File: config.mk
export PLATFORM = sky130hd
export DESIGN_NAME = twm_master
export DESIGN_NICKNAME = d
export VERILOG_FILES = /design/src/pkg/twm_pkg.sv /design/src/design/twm_master.sv
export VERILOG_INCLUDE_DIRS = /design/src /design/src/pkg
export SDC_FILE = /design/constraint.sdc
export NUM_CORES = 1
export LEC_CHECK = 0
export BUFFER_PORTS_ARGS = -buffer_cell sky130_fd_sc_hd__buf_2
export CORE_UTILIZATION = 40
export DETAILED_ROUTE_END_ITERATION = 8
export GPL_TIMING_DRIVEN = 1
export PLACE_DENSITY_LB_ADDON = 0.3
export REMOVE_ABC_BUFFERS = 1
export SYNTH_ARGS = -nofsm -noshare
export SYNTH_HDL_FRONTEND = slang
export SYNTH_SLANG_ARGS = --single-unit
File: constraint.sdc
create_clock -name REF_CLK -period 3.8 [get_ports REF_CLK]
set_input_delay 0.57 -clock REF_CLK [delete_from_list [all_inputs] [get_ports REF_CLK]]
set_output_delay 0.57 -clock REF_CLK [all_outputs]
set_load 0.05 [all_outputs]
File: src/pkg/twm_map.svh
/*
  Register map, field positions, reset values and fixed codes of the
  two-wire bus master with address recognition.
  Assumes a 16-bit register port with word addresses on a 4-bit bus.
*/
// Contract
// Slew limiting on both lines unless slew_limit_disable is set; needed for 1 MHz.
// With accept_all_addr_enable set, every received address is accepted and answered.
// Address byte of all zeros with direction zero is the fixed general call.
// General call recognised only while general_call_enable, control bit 15, is one; the code also takes it with control bit 12 set or own address zero.
// After a start, shift eight bits, compare with own address and general call.
// On match copy shift to receive buffer, set full flag, event on ninth fall.
// Software reads the receive buffer to tell own address from general call.
// Master offers start, restart, transmit, stop, receive enable and acknowledge.
// As master the block makes every clock pulse, start and stop.
// Transfer ends by stop or restart; after restart the bus stays owned.
// Master transmit sends address with direction zero, then bytes, sampling acknowledge.
// Master receive sends address with direction one, then clocks data in.
// Master receive takes eight bits per byte and drives acknowledge afterwards.
// Any transmit register write is sent: data, address or second address byte.
// Software writes the transmit register only while the master waits idle.
// Transmit register write sets transmit-full flag and starts the bit-rate counter.
// Each address or data bit goes onto SDA only after SCL went low.
// Status bit 14 stays high while a master transmission runs.
// Receive enable, control bit 11, starts reception; ignored unless idle.
// Bit-rate counter loads reload value, counts to zero, stops; SCL toggles.
// Software never programs the reload register with zero or one.
// Counter reloads when SCL is sampled high, honouring clock stretching.
// Lines are only pulled low; released for high; real levels sampled.
`ifndef TWM_MAP_SVH
`define TWM_MAP_SVH

`define TWM_ADDR_W    4
`define TWM_DATA_W    16

`define TWM_REG_CTRL  4'h0
`define TWM_REG_STAT  4'h1
`define TWM_REG_OWN   4'h2
`define TWM_REG_TX    4'h3
`define TWM_REG_RX    4'h4
`define TWM_REG_BRG   4'h5

`define TWM_CT_GENERAL_CALL_ENABLE   15
`define TWM_CT_ACC    12
`define TWM_CT_MASTER_RX_ENABLE   11
`define TWM_CT_SLWD   9
`define TWM_CT_ACKDT  5
`define TWM_CT_ACKEN  4
`define TWM_CT_PEN    2
`define TWM_CT_RSEN   1
`define TWM_CT_SEN    0
`define TWM_CT_KEEP   16'h9220

`define TWM_ST_ACK    15
`define TWM_ST_MASTER_TX_ACTIVE_FLAG 14
`define TWM_ST_GC     9
`define TWM_ST_HOLD   5
`define TWM_ST_IRQ    3
`define TWM_ST_RBF    1
`define TWM_ST_TBF    0

`define TWM_BRG_RST   16'h0028
`define TWM_GC_ADDR   8'h00
`define TWM_LAST_BIT  4'h7
`define TWM_ACK_BIT   4'h8
`define TWM_NINTH     4'h9

`endif

File: src/pkg/twm_pkg.sv
/*
  Types of the two-wire bus master: master sequencer states and the
  packed state record of the controller.
  Assumes twm_map.svh is on the include path.
*/
`include "twm_map.svh"

package twm_pkg;

  typedef enum logic [2:0] {
    M_IDLE   = 3'b000,
    M_START  = 3'b001,
    M_RSTART = 3'b010,
    M_STOP   = 3'b011,
    M_TX     = 3'b100,
    M_RX     = 3'b101,
    M_ACK    = 3'b110
  } twm_mst_e;

  typedef struct packed {
    twm_mst_e                 ms;
    logic [1:0]               ph;
    logic [3:0]               bitn;
    logic [`TWM_DATA_W-1:0]   cnt, reload, ctrl, own, rdata;
    logic [7:0]               txsh, rxsh, rxbuf, svsh;
    logic [3:0]               svcnt;
    logic                     tx_buffer_full_flag, rx_buffer_full_flag, irq, ackstat, gcstat, hold;
    logic                     sda_oe, scl_oe, ld;
    logic                     scl_m, scl_s, scl_p, sda_m, sda_s, sda_p;
    logic                     sv_act, sv_ack, hit;
  } twm_state_s;

endpackage

File: src/design/twm_master.sv
/*
  Two-wire bus master with own-address, general-call and accept-all
  recognition, register port, open-drain pin drivers and bit-rate counter.
  Assumes SCL_I/SDA_I are the real wired-AND line levels from the pads,
  asynchronous to REF_CLK, and a register master that never needs a wait.
*/
// The strobed register port and the register addresses were decided locally.
`timescale 1ns/1ps
`default_nettype none
`include "twm_map.svh"

module twm_master
  import twm_pkg::*;
(
  input  wire logic                   REF_CLK,
  input  wire logic                   SYS_RST,
  input  wire logic [`TWM_ADDR_W-1:0] REG_ADDR,
  input  wire logic [`TWM_DATA_W-1:0] REG_WDATA,
  input  wire logic                   REG_WR,
  input  wire logic                   REG_RD,
  output logic      [`TWM_DATA_W-1:0] REG_RDATA,
  input  wire logic                   SCL_I,
  output logic                        SCL_O,
  output logic                        SCL_OE,
  input  wire logic                   SDA_I,
  output logic                        SDA_O,
  output logic                        SDA_OE,
  output logic                        SLEW_LIMIT_EN,
  output logic                        MASTER_EVENT_FLAG
);

  // lines idle high: sync flops start high so reset makes no false edge
  localparam twm_state_s TWM_RST = '{ms: M_IDLE, reload: `TWM_BRG_RST,
                                     scl_m: 1'b1, scl_s: 1'b1, scl_p: 1'b1,
                                     sda_m: 1'b1, sda_s: 1'b1, sda_p: 1'b1,
                                     default: '0};

  twm_state_s               st_ff;
  twm_state_s               nxt_st;
  logic                     stretch;
  logic                     tick;
  logic                     scl_rise;
  logic                     scl_fall;
  logic                     bus_start;
  logic                     bus_stop;
  logic [`TWM_DATA_W-1:0]   stat_word;

  // address decision for a received first byte
  function automatic logic addr_hit(input logic [7:0]             sh,
                                    input logic [`TWM_DATA_W-1:0] ctl,
                                    input logic [`TWM_DATA_W-1:0] own);
    logic acc;
    logic gc;
    logic mine;
    acc  = ctl[`TWM_CT_ACC];
    gc   = ctl[`TWM_CT_GENERAL_CALL_ENABLE] && (sh == `TWM_GC_ADDR);
    mine = (sh[7:1] == own[6:0]);
    return acc || gc || mine;
  endfunction

  // a slave holding SCL low freezes the counter at its reload value
  assign stretch  = (st_ff.ms != M_IDLE) && !st_ff.scl_oe && !st_ff.scl_s;
  assign tick     = (st_ff.ms != M_IDLE) && !stretch && (st_ff.cnt == '0);

  // bus events seen on the synchronised line levels only
  assign scl_rise  = st_ff.scl_s && !st_ff.scl_p;
  assign scl_fall  = !st_ff.scl_s && st_ff.scl_p;
  assign bus_start = st_ff.scl_s && st_ff.scl_p && !st_ff.sda_s && st_ff.sda_p;
  assign bus_stop  = st_ff.scl_s && st_ff.scl_p && st_ff.sda_s && !st_ff.sda_p;

  // status word as software sees it
  always_comb begin
    stat_word                 = '0;
    stat_word[`TWM_ST_ACK]    = st_ff.ackstat;
    stat_word[`TWM_ST_MASTER_TX_ACTIVE_FLAG] = (st_ff.ms == M_TX);
    stat_word[`TWM_ST_GC]     = st_ff.gcstat;
    stat_word[`TWM_ST_HOLD]   = st_ff.hold;
    stat_word[`TWM_ST_IRQ]    = st_ff.irq;
    stat_word[`TWM_ST_RBF]    = st_ff.rx_buffer_full_flag;
    stat_word[`TWM_ST_TBF]    = st_ff.tx_buffer_full_flag;
  end

  // whole next state; clears come before sets so a set in the same cycle wins
  always_comb begin
    nxt_st       = st_ff;
    nxt_st.scl_m = SCL_I;
    nxt_st.scl_s = st_ff.scl_m;
    nxt_st.scl_p = st_ff.scl_s;
    nxt_st.sda_m = SDA_I;
    nxt_st.sda_s = st_ff.sda_m;
    nxt_st.sda_p = st_ff.sda_s;
    nxt_st.hit   = 1'b0;
    nxt_st.rdata = '0;

    // register reads; data valid only in the following cycle
    if (REG_RD) begin
      case (REG_ADDR)
        `TWM_REG_CTRL: nxt_st.rdata = st_ff.ctrl;
        `TWM_REG_STAT: nxt_st.rdata = stat_word;
        `TWM_REG_OWN:  nxt_st.rdata = st_ff.own;
        `TWM_REG_TX:   nxt_st.rdata = {8'h00, st_ff.txsh};
        `TWM_REG_RX:   nxt_st.rdata = {8'h00, st_ff.rxbuf};
        `TWM_REG_BRG:  nxt_st.rdata = st_ff.reload;
        default:       nxt_st.rdata = '0;
      endcase
      if (REG_ADDR == `TWM_REG_RX) begin
        nxt_st.rx_buffer_full_flag = 1'b0;
      end
    end

    // persistent register writes; command bits never stick
    if (REG_WR) begin
      case (REG_ADDR)
        `TWM_REG_CTRL: nxt_st.ctrl = REG_WDATA & `TWM_CT_KEEP;
        `TWM_REG_STAT: begin
          if (!REG_WDATA[`TWM_ST_IRQ]) begin
            nxt_st.irq = 1'b0;
          end
        end
        `TWM_REG_OWN:  nxt_st.own = REG_WDATA;
        `TWM_REG_BRG:  nxt_st.reload = REG_WDATA;
        default: ;
      endcase
    end

    // bit-rate counter: runs only while an operation is active
    if (stretch || tick) begin
      nxt_st.cnt = st_ff.reload;
    end else if (st_ff.ms != M_IDLE) begin
      nxt_st.cnt = st_ff.cnt - 16'h0001;
    end

    // master sequencer; every edge of SCL, and of SDA outside address recognition, is made here
    unique case (st_ff.ms)
      M_IDLE: begin
        // bus held with clock low: let go of data so the next bit starts clean
        if (st_ff.scl_oe) begin
          nxt_st.sda_oe = 1'b0;
        end
        nxt_st.ph   = 2'h0;
        nxt_st.bitn = 4'h0;
        nxt_st.ld   = 1'b1;
        nxt_st.cnt  = st_ff.reload;
        if (REG_WR && (REG_ADDR == `TWM_REG_CTRL)) begin
          if (REG_WDATA[`TWM_CT_SEN]) begin
            nxt_st.ms = M_START;
          end else if (REG_WDATA[`TWM_CT_RSEN]) begin
            nxt_st.ms = M_RSTART;
          end else if (REG_WDATA[`TWM_CT_PEN]) begin
            nxt_st.ms = M_STOP;
          end else if (REG_WDATA[`TWM_CT_MASTER_RX_ENABLE]) begin
            nxt_st.ms = M_RX;
          end else if (REG_WDATA[`TWM_CT_ACKEN]) begin
            nxt_st.ms = M_ACK;
          end
        end else if (REG_WR && (REG_ADDR == `TWM_REG_TX)) begin
          // address, data or second address byte alike
          nxt_st.ms   = M_TX;
          nxt_st.txsh = REG_WDATA[7:0];
          nxt_st.tx_buffer_full_flag  = 1'b1;
        end
      end

      M_START: begin
        if (tick) begin
          nxt_st.ph = st_ff.ph + 2'h1;
          if (st_ff.ph == 2'h0) begin
            nxt_st.sda_oe = 1'b1;
          end else begin
            nxt_st.scl_oe = 1'b1;
            nxt_st.hold   = 1'b1;
            nxt_st.ms     = M_IDLE;
          end
        end
      end

      M_RSTART: begin
        // bus ownership is kept throughout
        if (tick) begin
          nxt_st.ph = st_ff.ph + 2'h1;
          case (st_ff.ph)
            2'h0: nxt_st.sda_oe = 1'b0;
            2'h1: nxt_st.scl_oe = 1'b0;
            2'h2: nxt_st.sda_oe = 1'b1;
            default: begin
              nxt_st.scl_oe = 1'b1;
              nxt_st.ms     = M_IDLE;
            end
          endcase
        end
      end

      M_STOP: begin
        if (tick) begin
          nxt_st.ph = st_ff.ph + 2'h1;
          case (st_ff.ph)
            2'h0: nxt_st.sda_oe = 1'b1;
            2'h1: nxt_st.scl_oe = 1'b0;
            default: begin
              nxt_st.sda_oe = 1'b0;
              nxt_st.hold   = 1'b0;
              nxt_st.ms     = M_IDLE;
            end
          endcase
        end
      end

      M_TX, M_RX, M_ACK: begin
        // data changes one cycle after the clock flop went low, never with it
        if (st_ff.ld) begin
          nxt_st.ld = 1'b0;
          if (st_ff.ms == M_TX) begin
            nxt_st.sda_oe = (st_ff.bitn != `TWM_ACK_BIT) && !st_ff.txsh[7];
          end else if (st_ff.ms == M_ACK) begin
            nxt_st.sda_oe = !st_ff.ctrl[`TWM_CT_ACKDT];
          end else begin
            nxt_st.sda_oe = 1'b0;
          end
        end
        if (tick && (st_ff.ph == 2'h0)) begin
          nxt_st.scl_oe = 1'b0;
          nxt_st.ph     = 2'h1;
        end else if (tick) begin
          // end of the high phase: sample, then pull the clock low
          nxt_st.scl_oe = 1'b1;
          nxt_st.ph     = 2'h0;
          nxt_st.ld     = 1'b1;
          nxt_st.bitn   = st_ff.bitn + 4'h1;
          if (st_ff.ms == M_TX) begin
            if (st_ff.bitn == `TWM_ACK_BIT) begin
              nxt_st.ackstat = st_ff.sda_s;
              nxt_st.tx_buffer_full_flag     = 1'b0;
              nxt_st.irq     = 1'b1;
              nxt_st.ms      = M_IDLE;
            end else begin
              nxt_st.txsh = {st_ff.txsh[6:0], 1'b0};
            end
          end else if (st_ff.ms == M_RX) begin
            nxt_st.rxsh = {st_ff.rxsh[6:0], st_ff.sda_s};
            if (st_ff.bitn == `TWM_LAST_BIT) begin
              nxt_st.rxbuf = {st_ff.rxsh[6:0], st_ff.sda_s};
              nxt_st.rx_buffer_full_flag   = 1'b1;
              nxt_st.irq   = 1'b1;
              nxt_st.ms    = M_IDLE;
            end
          end else begin
            nxt_st.irq = 1'b1;
            nxt_st.ms  = M_IDLE;
          end
        end
      end

      default: begin
        nxt_st.ms = M_IDLE;
      end
    endcase

    // address recognition; only while another master owns the bus
    if (st_ff.hold || (st_ff.ms != M_IDLE)) begin
      nxt_st.sv_act = 1'b0;
      nxt_st.sv_ack = 1'b0;
    end else if (bus_start) begin
      nxt_st.sv_act = 1'b1;
      nxt_st.svcnt  = 4'h0;
    end else if (bus_stop) begin
      nxt_st.sv_act = 1'b0;
      nxt_st.sv_ack = 1'b0;
      nxt_st.sda_oe = 1'b0;
    end else if (st_ff.sv_act) begin
      if (scl_rise && (st_ff.svcnt < `TWM_ACK_BIT)) begin
        nxt_st.svsh  = {st_ff.svsh[6:0], st_ff.sda_s};
        nxt_st.svcnt = st_ff.svcnt + 4'h1;
      end else if (scl_fall && (st_ff.svcnt == `TWM_ACK_BIT)) begin
        if (addr_hit(st_ff.svsh, st_ff.ctrl, st_ff.own)) begin
          nxt_st.hit    = 1'b1;
          nxt_st.rxbuf  = st_ff.svsh;
          nxt_st.rx_buffer_full_flag    = 1'b1;
          nxt_st.gcstat = (st_ff.svsh == `TWM_GC_ADDR);
          nxt_st.sv_ack = 1'b1;
          nxt_st.sda_oe = 1'b1;
          nxt_st.svcnt  = `TWM_NINTH;
        end else begin
          nxt_st.sv_act = 1'b0;
        end
      end else if (scl_fall && (st_ff.svcnt == `TWM_NINTH)) begin
        // event flag on the fall that closes the acknowledge bit
        nxt_st.irq    = 1'b1;
        nxt_st.sv_ack = 1'b0;
        nxt_st.sda_oe = 1'b0;
        nxt_st.sv_act = 1'b0;
      end
    end
  end

  // single state register; reset loads a constant record
  always_ff @(posedge REF_CLK or posedge SYS_RST) begin
    if (SYS_RST) begin
      st_ff <= TWM_RST;
    end else begin
      st_ff <= nxt_st;
    end
  end

  // open-drain drivers: only ever pull low
  assign SCL_O             = 1'b0;
  assign SDA_O             = 1'b0;
  assign SCL_OE            = st_ff.scl_oe;
  assign SDA_OE            = st_ff.sda_oe;
  assign REG_RDATA         = st_ff.rdata;
  assign SLEW_LIMIT_EN     = !st_ff.ctrl[`TWM_CT_SLWD];
  assign MASTER_EVENT_FLAG = st_ff.irq;
endmodule
`default_nettype wire

==> Word level (Yosys, flattened, before mapping) <==
Index checks and enable logic that the tools add are counted.
Widths: inputs -> output; s select.
{ "classes": {"n_reduce_logical": 65, "n_eq_ne": 40, "add_sub_neg": 4, "muxes": 122, "order_cmp": 1, "bitwise_logic": 6} }
{ "op_table": {"columns": ["operator", "count"], "rows": [
  ["$mux 16", 7],
  ["$pmux 16 s6", 1],
  ["$mux 8", 10],
  ["$mux 20", 3],
  ["$mux 3", 20],
  ["$mux 24", 2],
  ["$mux 1", 40],
  ["$mux 2", 16],
  ["$ne 2x2->1 const B", 15],
  ["$reduce_and 5->1", 6],
  ["$mux 4", 7],
  ["$reduce_and 7->1", 3],
  ["$logic_and 1x1->1", 19],
  ["$logic_not 16->1", 1],
  ["$pmux 8 s2", 1],
  ["$sub 16x1->16 const B", 1],
  ["$mux 5", 3],
  ["$pmux 3 s5", 1],
  ["$eq 4x3->1 const B", 3],
  ["$eq 4x4->1 const B", 3],
  ["$pmux 1 s2", 6],
  ["$reduce_and 12->1", 1],
  ["$reduce_bool 3->1", 4],
  ["$pmux 2 s5", 1],
  ["other kinds (34)", 64]
]} }
{ "totals": {"inputBits": 26, "out_inout_bits": 22, "regBits": 129, "elab_cells": 267} }

==> Depth between registers and ports, before layout <==
{ "depth": {"ltp_word": 16, "depth_mapped": 10, "ltp_nobuf": 8} }

==> Worst setup path after synthesis <==
OpenSTA, ideal clock, no wires.
{ "synth_path": {"kind": "reg-to-reg", "startpoint": "reg st_ff (netlist bit SCL_OE)", "endpoint": "reg st_ff[17] (netlist bit)", "setup_slack_ps": 1071, "period_less_slack_ps": 2729, "path_buffers": 1, "stages_incl_launch_ff": 8, "t_arrival_ps": 2594, "required_time_ps": 3664, "setup_time_ps": 136, "path_cell_list": "dfrtp_1 -> nor2_1 -> or4b_2 -> or3_1 -> clkbuf_1 -> or3_1 -> o31ai_1 -> o21ai_0"} }
{ "synth_via": {"elab_chain_len": 9, "word_cells_on_any_way": 10, "classes_between": "eq/ne: 2; reduce/logical: 8"} }
{ "synth_lines": {"columns": ["element", "line_no", "source"], "rows": [
  ["start: declaration", "twm_master.sv:38", "twm_state_s st_ff;"],
  ["start signal: assignment", "twm_master.sv:300", "st_ff <= nxt_st;"],
  ["$logic_not 1->1 (*)", "twm_master.sv:62", "assign stretch = (st_ff.ms != M_IDLE) && !st_ff.scl_oe && !st_ff.scl_s;"],
  ["$logic_and 1x1->1 (*) (2 in series)", "twm_master.sv:62", null],
  ["$logic_not 1->1 (*)", "twm_master.sv:63", "assign tick = (st_ff.ms != M_IDLE) && !stretch && (st_ff.cnt == '0);"],
  ["$logic_and 1x1->1 (*) (2 in series)", "twm_master.sv:63", null],
  ["$logic_and 1x1->1", "twm_master.sv:220", "if (tick && (st_ff.ph == 2'h0)) begin"],
  ["$ne 2x2->1 (no line)", null, null],
  ["$reduce_and 7->1 (no line) (*)", null, null]
]} }
Every way passes the cells marked *; elsewhere a longest branch is shown, timed or not.
A chain may end at the register's enable or synchronous reset.

==> flow_metrics.env <==
export IMPL_fill_cells=1411
export IMPL_clock_sinks=128
export IMPL_synth_enable_flop_cells=0
export IMPL_routed_wirelength_um=15900
export IMPL_grt_usage_pct=20.8
export IMPL_core_um2=15300
export IMPL_worst_r2r_endpoint="st_ff[31]"
export IMPL_cts_max_level=4
export IMPL_finalNetCount=673
export IMPL_async_flop_share_pct=100
export IMPL_netlist_cell_type_count=59
export IMPL_num_vias=4824
export IMPL_io_buffers=45
export IMPL_antenna_found_initial=0
export IMPL_synth_ff_latch_count=128
export IMPL_grt_max_degree=64
export IMPL_numCtsBuffers=17
export IMPL_mostFrequentLayoutCells="dfrtp_1 (120), nand2_1 (70), mux2_2 (54), nor2_1 (46), buf_2 (45)"
export IMPL_drc_errors=0
export IMPL_crit_end="st_ff[31]"
export IMPL_p_sw_share_pct=32.7
export IMPL_path_max_fanout=9
export IMPL_cts_tree="done"
export IMPL_fmax_mhz=332
export IMPL_pwr_share_seq_pct=41.3
export IMPL_p_leak_nw=3.36
export IMPL_combinationalPowerShare_pct=22.5
export IMPL_pin_count=48
export IMPL_r2r_start="st_ff[118]"
export IMPL_preCtsSetupSlack_ns=0.832
export IMPL_p_int_mw=3.23
export IMPL_hold_class="in -> async"
export IMPL_rsz0062_at_grt="no"
export IMPL_synthFlopType="dfrtp_1"
export IMPL_maxCapViolCount=0
export IMPL_worst_pin_slew_ns=0.918
export IMPL_antenna_left=0
export IMPL_postLayoutSetupSlackWorst_ns=0.784
export IMPL_hold_viol=0
export IMPL_post_drt_via_cell_ratio=5.61
export IMPL_critical_path_required_ns=4.07
export IMPL_crit_type="reg -> reg"
export IMPL_start_util_pct=41.4
export IMPL_max_clock_path_buffers=2
export IMPL_ir_drop_v=0.000365
export IMPL_cts_root_buffer="clkbuf_16"
export IMPL_antenna_cells=0
export IMPL_clk_pin_slew_worst_paths_ns=0.06
export IMPL_worstPathArrival_ns=3.28
export IMPL_p_clk_share_pct=36.2
export IMPL_grt_ovfl_total=0
export IMPL_cts_resized=0
export IMPL_syn_area_um2=6340
export IMPL_netlist_instances=607
export IMPL_syn_to_final_growth_pct=15.5
export IMPL_switchingPower_mw=1.57
export IMPL_grt_pass1_vias=4708
export IMPL_final_util_pct=47.8
export IMPL_dieArea_um2=16400
export IMPL_slew_violations=0
export IMPL_finalSetupViolCount=0
export IMPL_gp_congestion=0.894
export IMPL_wl_per_cell_um=18.5
export IMPL_start_kind="flip-flop"
export IMPL_final_common_cell="dfrtp_1"
export IMPL_fin_crit_ns=3.02
export IMPL_worst_r2r_cell_count=8
export IMPL_die_h_um=128
export IMPL_synth_avg_cell_area_um2=10.4
export IMPL_ys_seq_area_share_pct=50.7
export IMPL_reg2reg_setup_slack_ns=0.78
export IMPL_status="finished clean"
export IMPL_p_per_area_nw_per_um2=654
export IMPL_dp_hpwl_um=11100
export IMPL_min_period_over_period_pct=79.4
export IMPL_insertion_delay_ns=0.42
export IMPL_die_x_um=128
export IMPL_first_pass_iters=5
export IMPL_end_kind="flip-flop"
export IMPL_grt_pass1_wl_um=25800
export IMPL_num_rows=45
export IMPL_yosys_warnings=0
export IMPL_cp_startpoint="st_ff[118]"
export IMPL_final_setup_skew_ns=0.00927
export IMPL_drtIter0Drc=370
export IMPL_drive_gt1_share_pct=24.8
export IMPL_max_slew_margin_pct=38.7
export IMPL_hold_buffers=0
export IMPL_postCtsSetupRepairBufs=0
[per-layer routing]
| layer | track usage [%] | up-vias | routed length [um] |
|---|---|---|---|
| met4 | 8.58 | 0 | 384 |
| li1 | - | 2218 | - |
| met2 | 33.2 | 148 | 7660 |
| met5 | 0 | - | 0 |
| met3 | 4.38 | 30 | 794 |
| met1 | 27.5 | 2428 | 7040 |
[area by class of cell]
class / instances / area, um^2 / share of cell area [%]
clock inverter: 10 / 158 / 2.15
tap: 211 / 264 / 3.60
multi-input combinational: 419 / 2850 / 38.8
timing repair buffer: 55 / 313 / 4.27
clock buffer: 22 / 474 / 6.47
sequential: 128 / 3210 / 43.9
inverter: 15 / 58.8 / 0.803
[critical path, stage by stage, from the launching register on]
cell and delay [ns]:
dfrtp_1 0.42, inv_1 0.10, ha_1 0.13, nor2b_1 0.16, or4b_2 0.65, nor4_4 0.57, nand2_1 0.44, mux2i_1 0.28
a21oi_1 0.09
[stage by stage]
step | TNS [ns] | instance area (um^2) | hold WS, ns | power [mW] | cells
2_1_floorplan | -20.33 | 6100 | 0.345 | 2.67 | 562
3_3_place_gp | 0 | 6700 | 0.347 | 3.01 | 828
3_5_place_dp | 0 | 6700 | 0.347 | 3.05 | 828
4_1_cts | 0 | 7330 | 0.236 | 4.80 | 860
5_1_grt | 0 | 7330 | 0.242 | 5.04 | 860
6_report | 0 | 7330 | 0.224 | 4.79 | 860
[Yosys cell counts, drive strengths merged, types with 2 or more instances]
library cell	instances	area (um^2)
nand3b	5	37.5
or4b	2	20.0
and2	2	12.5
a222oi	7	70.1
a21oi	31	155
or4	3	30.0
xnor2	14	123
o21ai	43	215
ha	11	138
nor2b	2	12.5
a31oi	4	25.0
nor3	8	51.3
nor4	10	77.6
nand4	2	12.5
and3	3	18.8
o31ai	5	37.5
mux2i	9	90.1
a211oi	2	15.0
a22o	2	17.5
nand4b	3	26.3
dfstp	8	210
nand3	11	55.1
nor2	46	173
and3b	4	35.0
or3	9	61.3
nand2b	3	18.8
nand2	70	263
a32oi	2	17.5
dfrtp	120	3000
a22oi	20	150
o22ai	2	12.5
inv	15	56.3
or2	3	18.8
nor4bb	2	20.0
clkbuf	26	97.6
o41ai	2	17.5
xor2	9	78.8
mux2	55	623
buf	20	145
[sequential cells by signal (all words and copies together) (netlist names)]
register and count:
SCL_OE 1, nxt_st 4, MASTER_EVENT_FLAG 1, REG_RDATA 16
SDA_OE 1, st_ff 105
[worst min path at each step]
stage / start / endpoint
4_1_cts: SYS_RST / REG_RDATA[1]
3_5_place_dp: nxt_st[4] / nxt_st[3]
3_3_place_gp: nxt_st[4] / nxt_st[3]
2_1_floorplan: nxt_st[4] / nxt_st[3]
6_report: SYS_RST / REG_RDATA[1]
5_1_grt: SDA_I / nxt_st[4]
[power groups by stage]
stage                     Combinational, mW  Clock (mW)  Sequential (mW)
final                                  1.08        1.73             1.98
after global routing                   1.20        1.82             2.02
after CTS                              1.07        1.76             1.97
after detailed placement               1.06           0             1.99
after global placement                 1.04           0             1.98
after floorplan                       0.752           0             1.92
[kinds of logic after synthesis]
group / Yosys count / synth area share, %
fa+ha+maj: 11 / 2.17
other cells: 1 / 0.0591
flops: 128 / 50.7
compound gates: 129 / 12.8
buf+inv: 61 / 4.71
simple gates: 190 / 15.1
xor+xnor: 23 / 3.18
mux: 64 / 11.2
No activity file was read; power rests on OpenSTA's default activity.
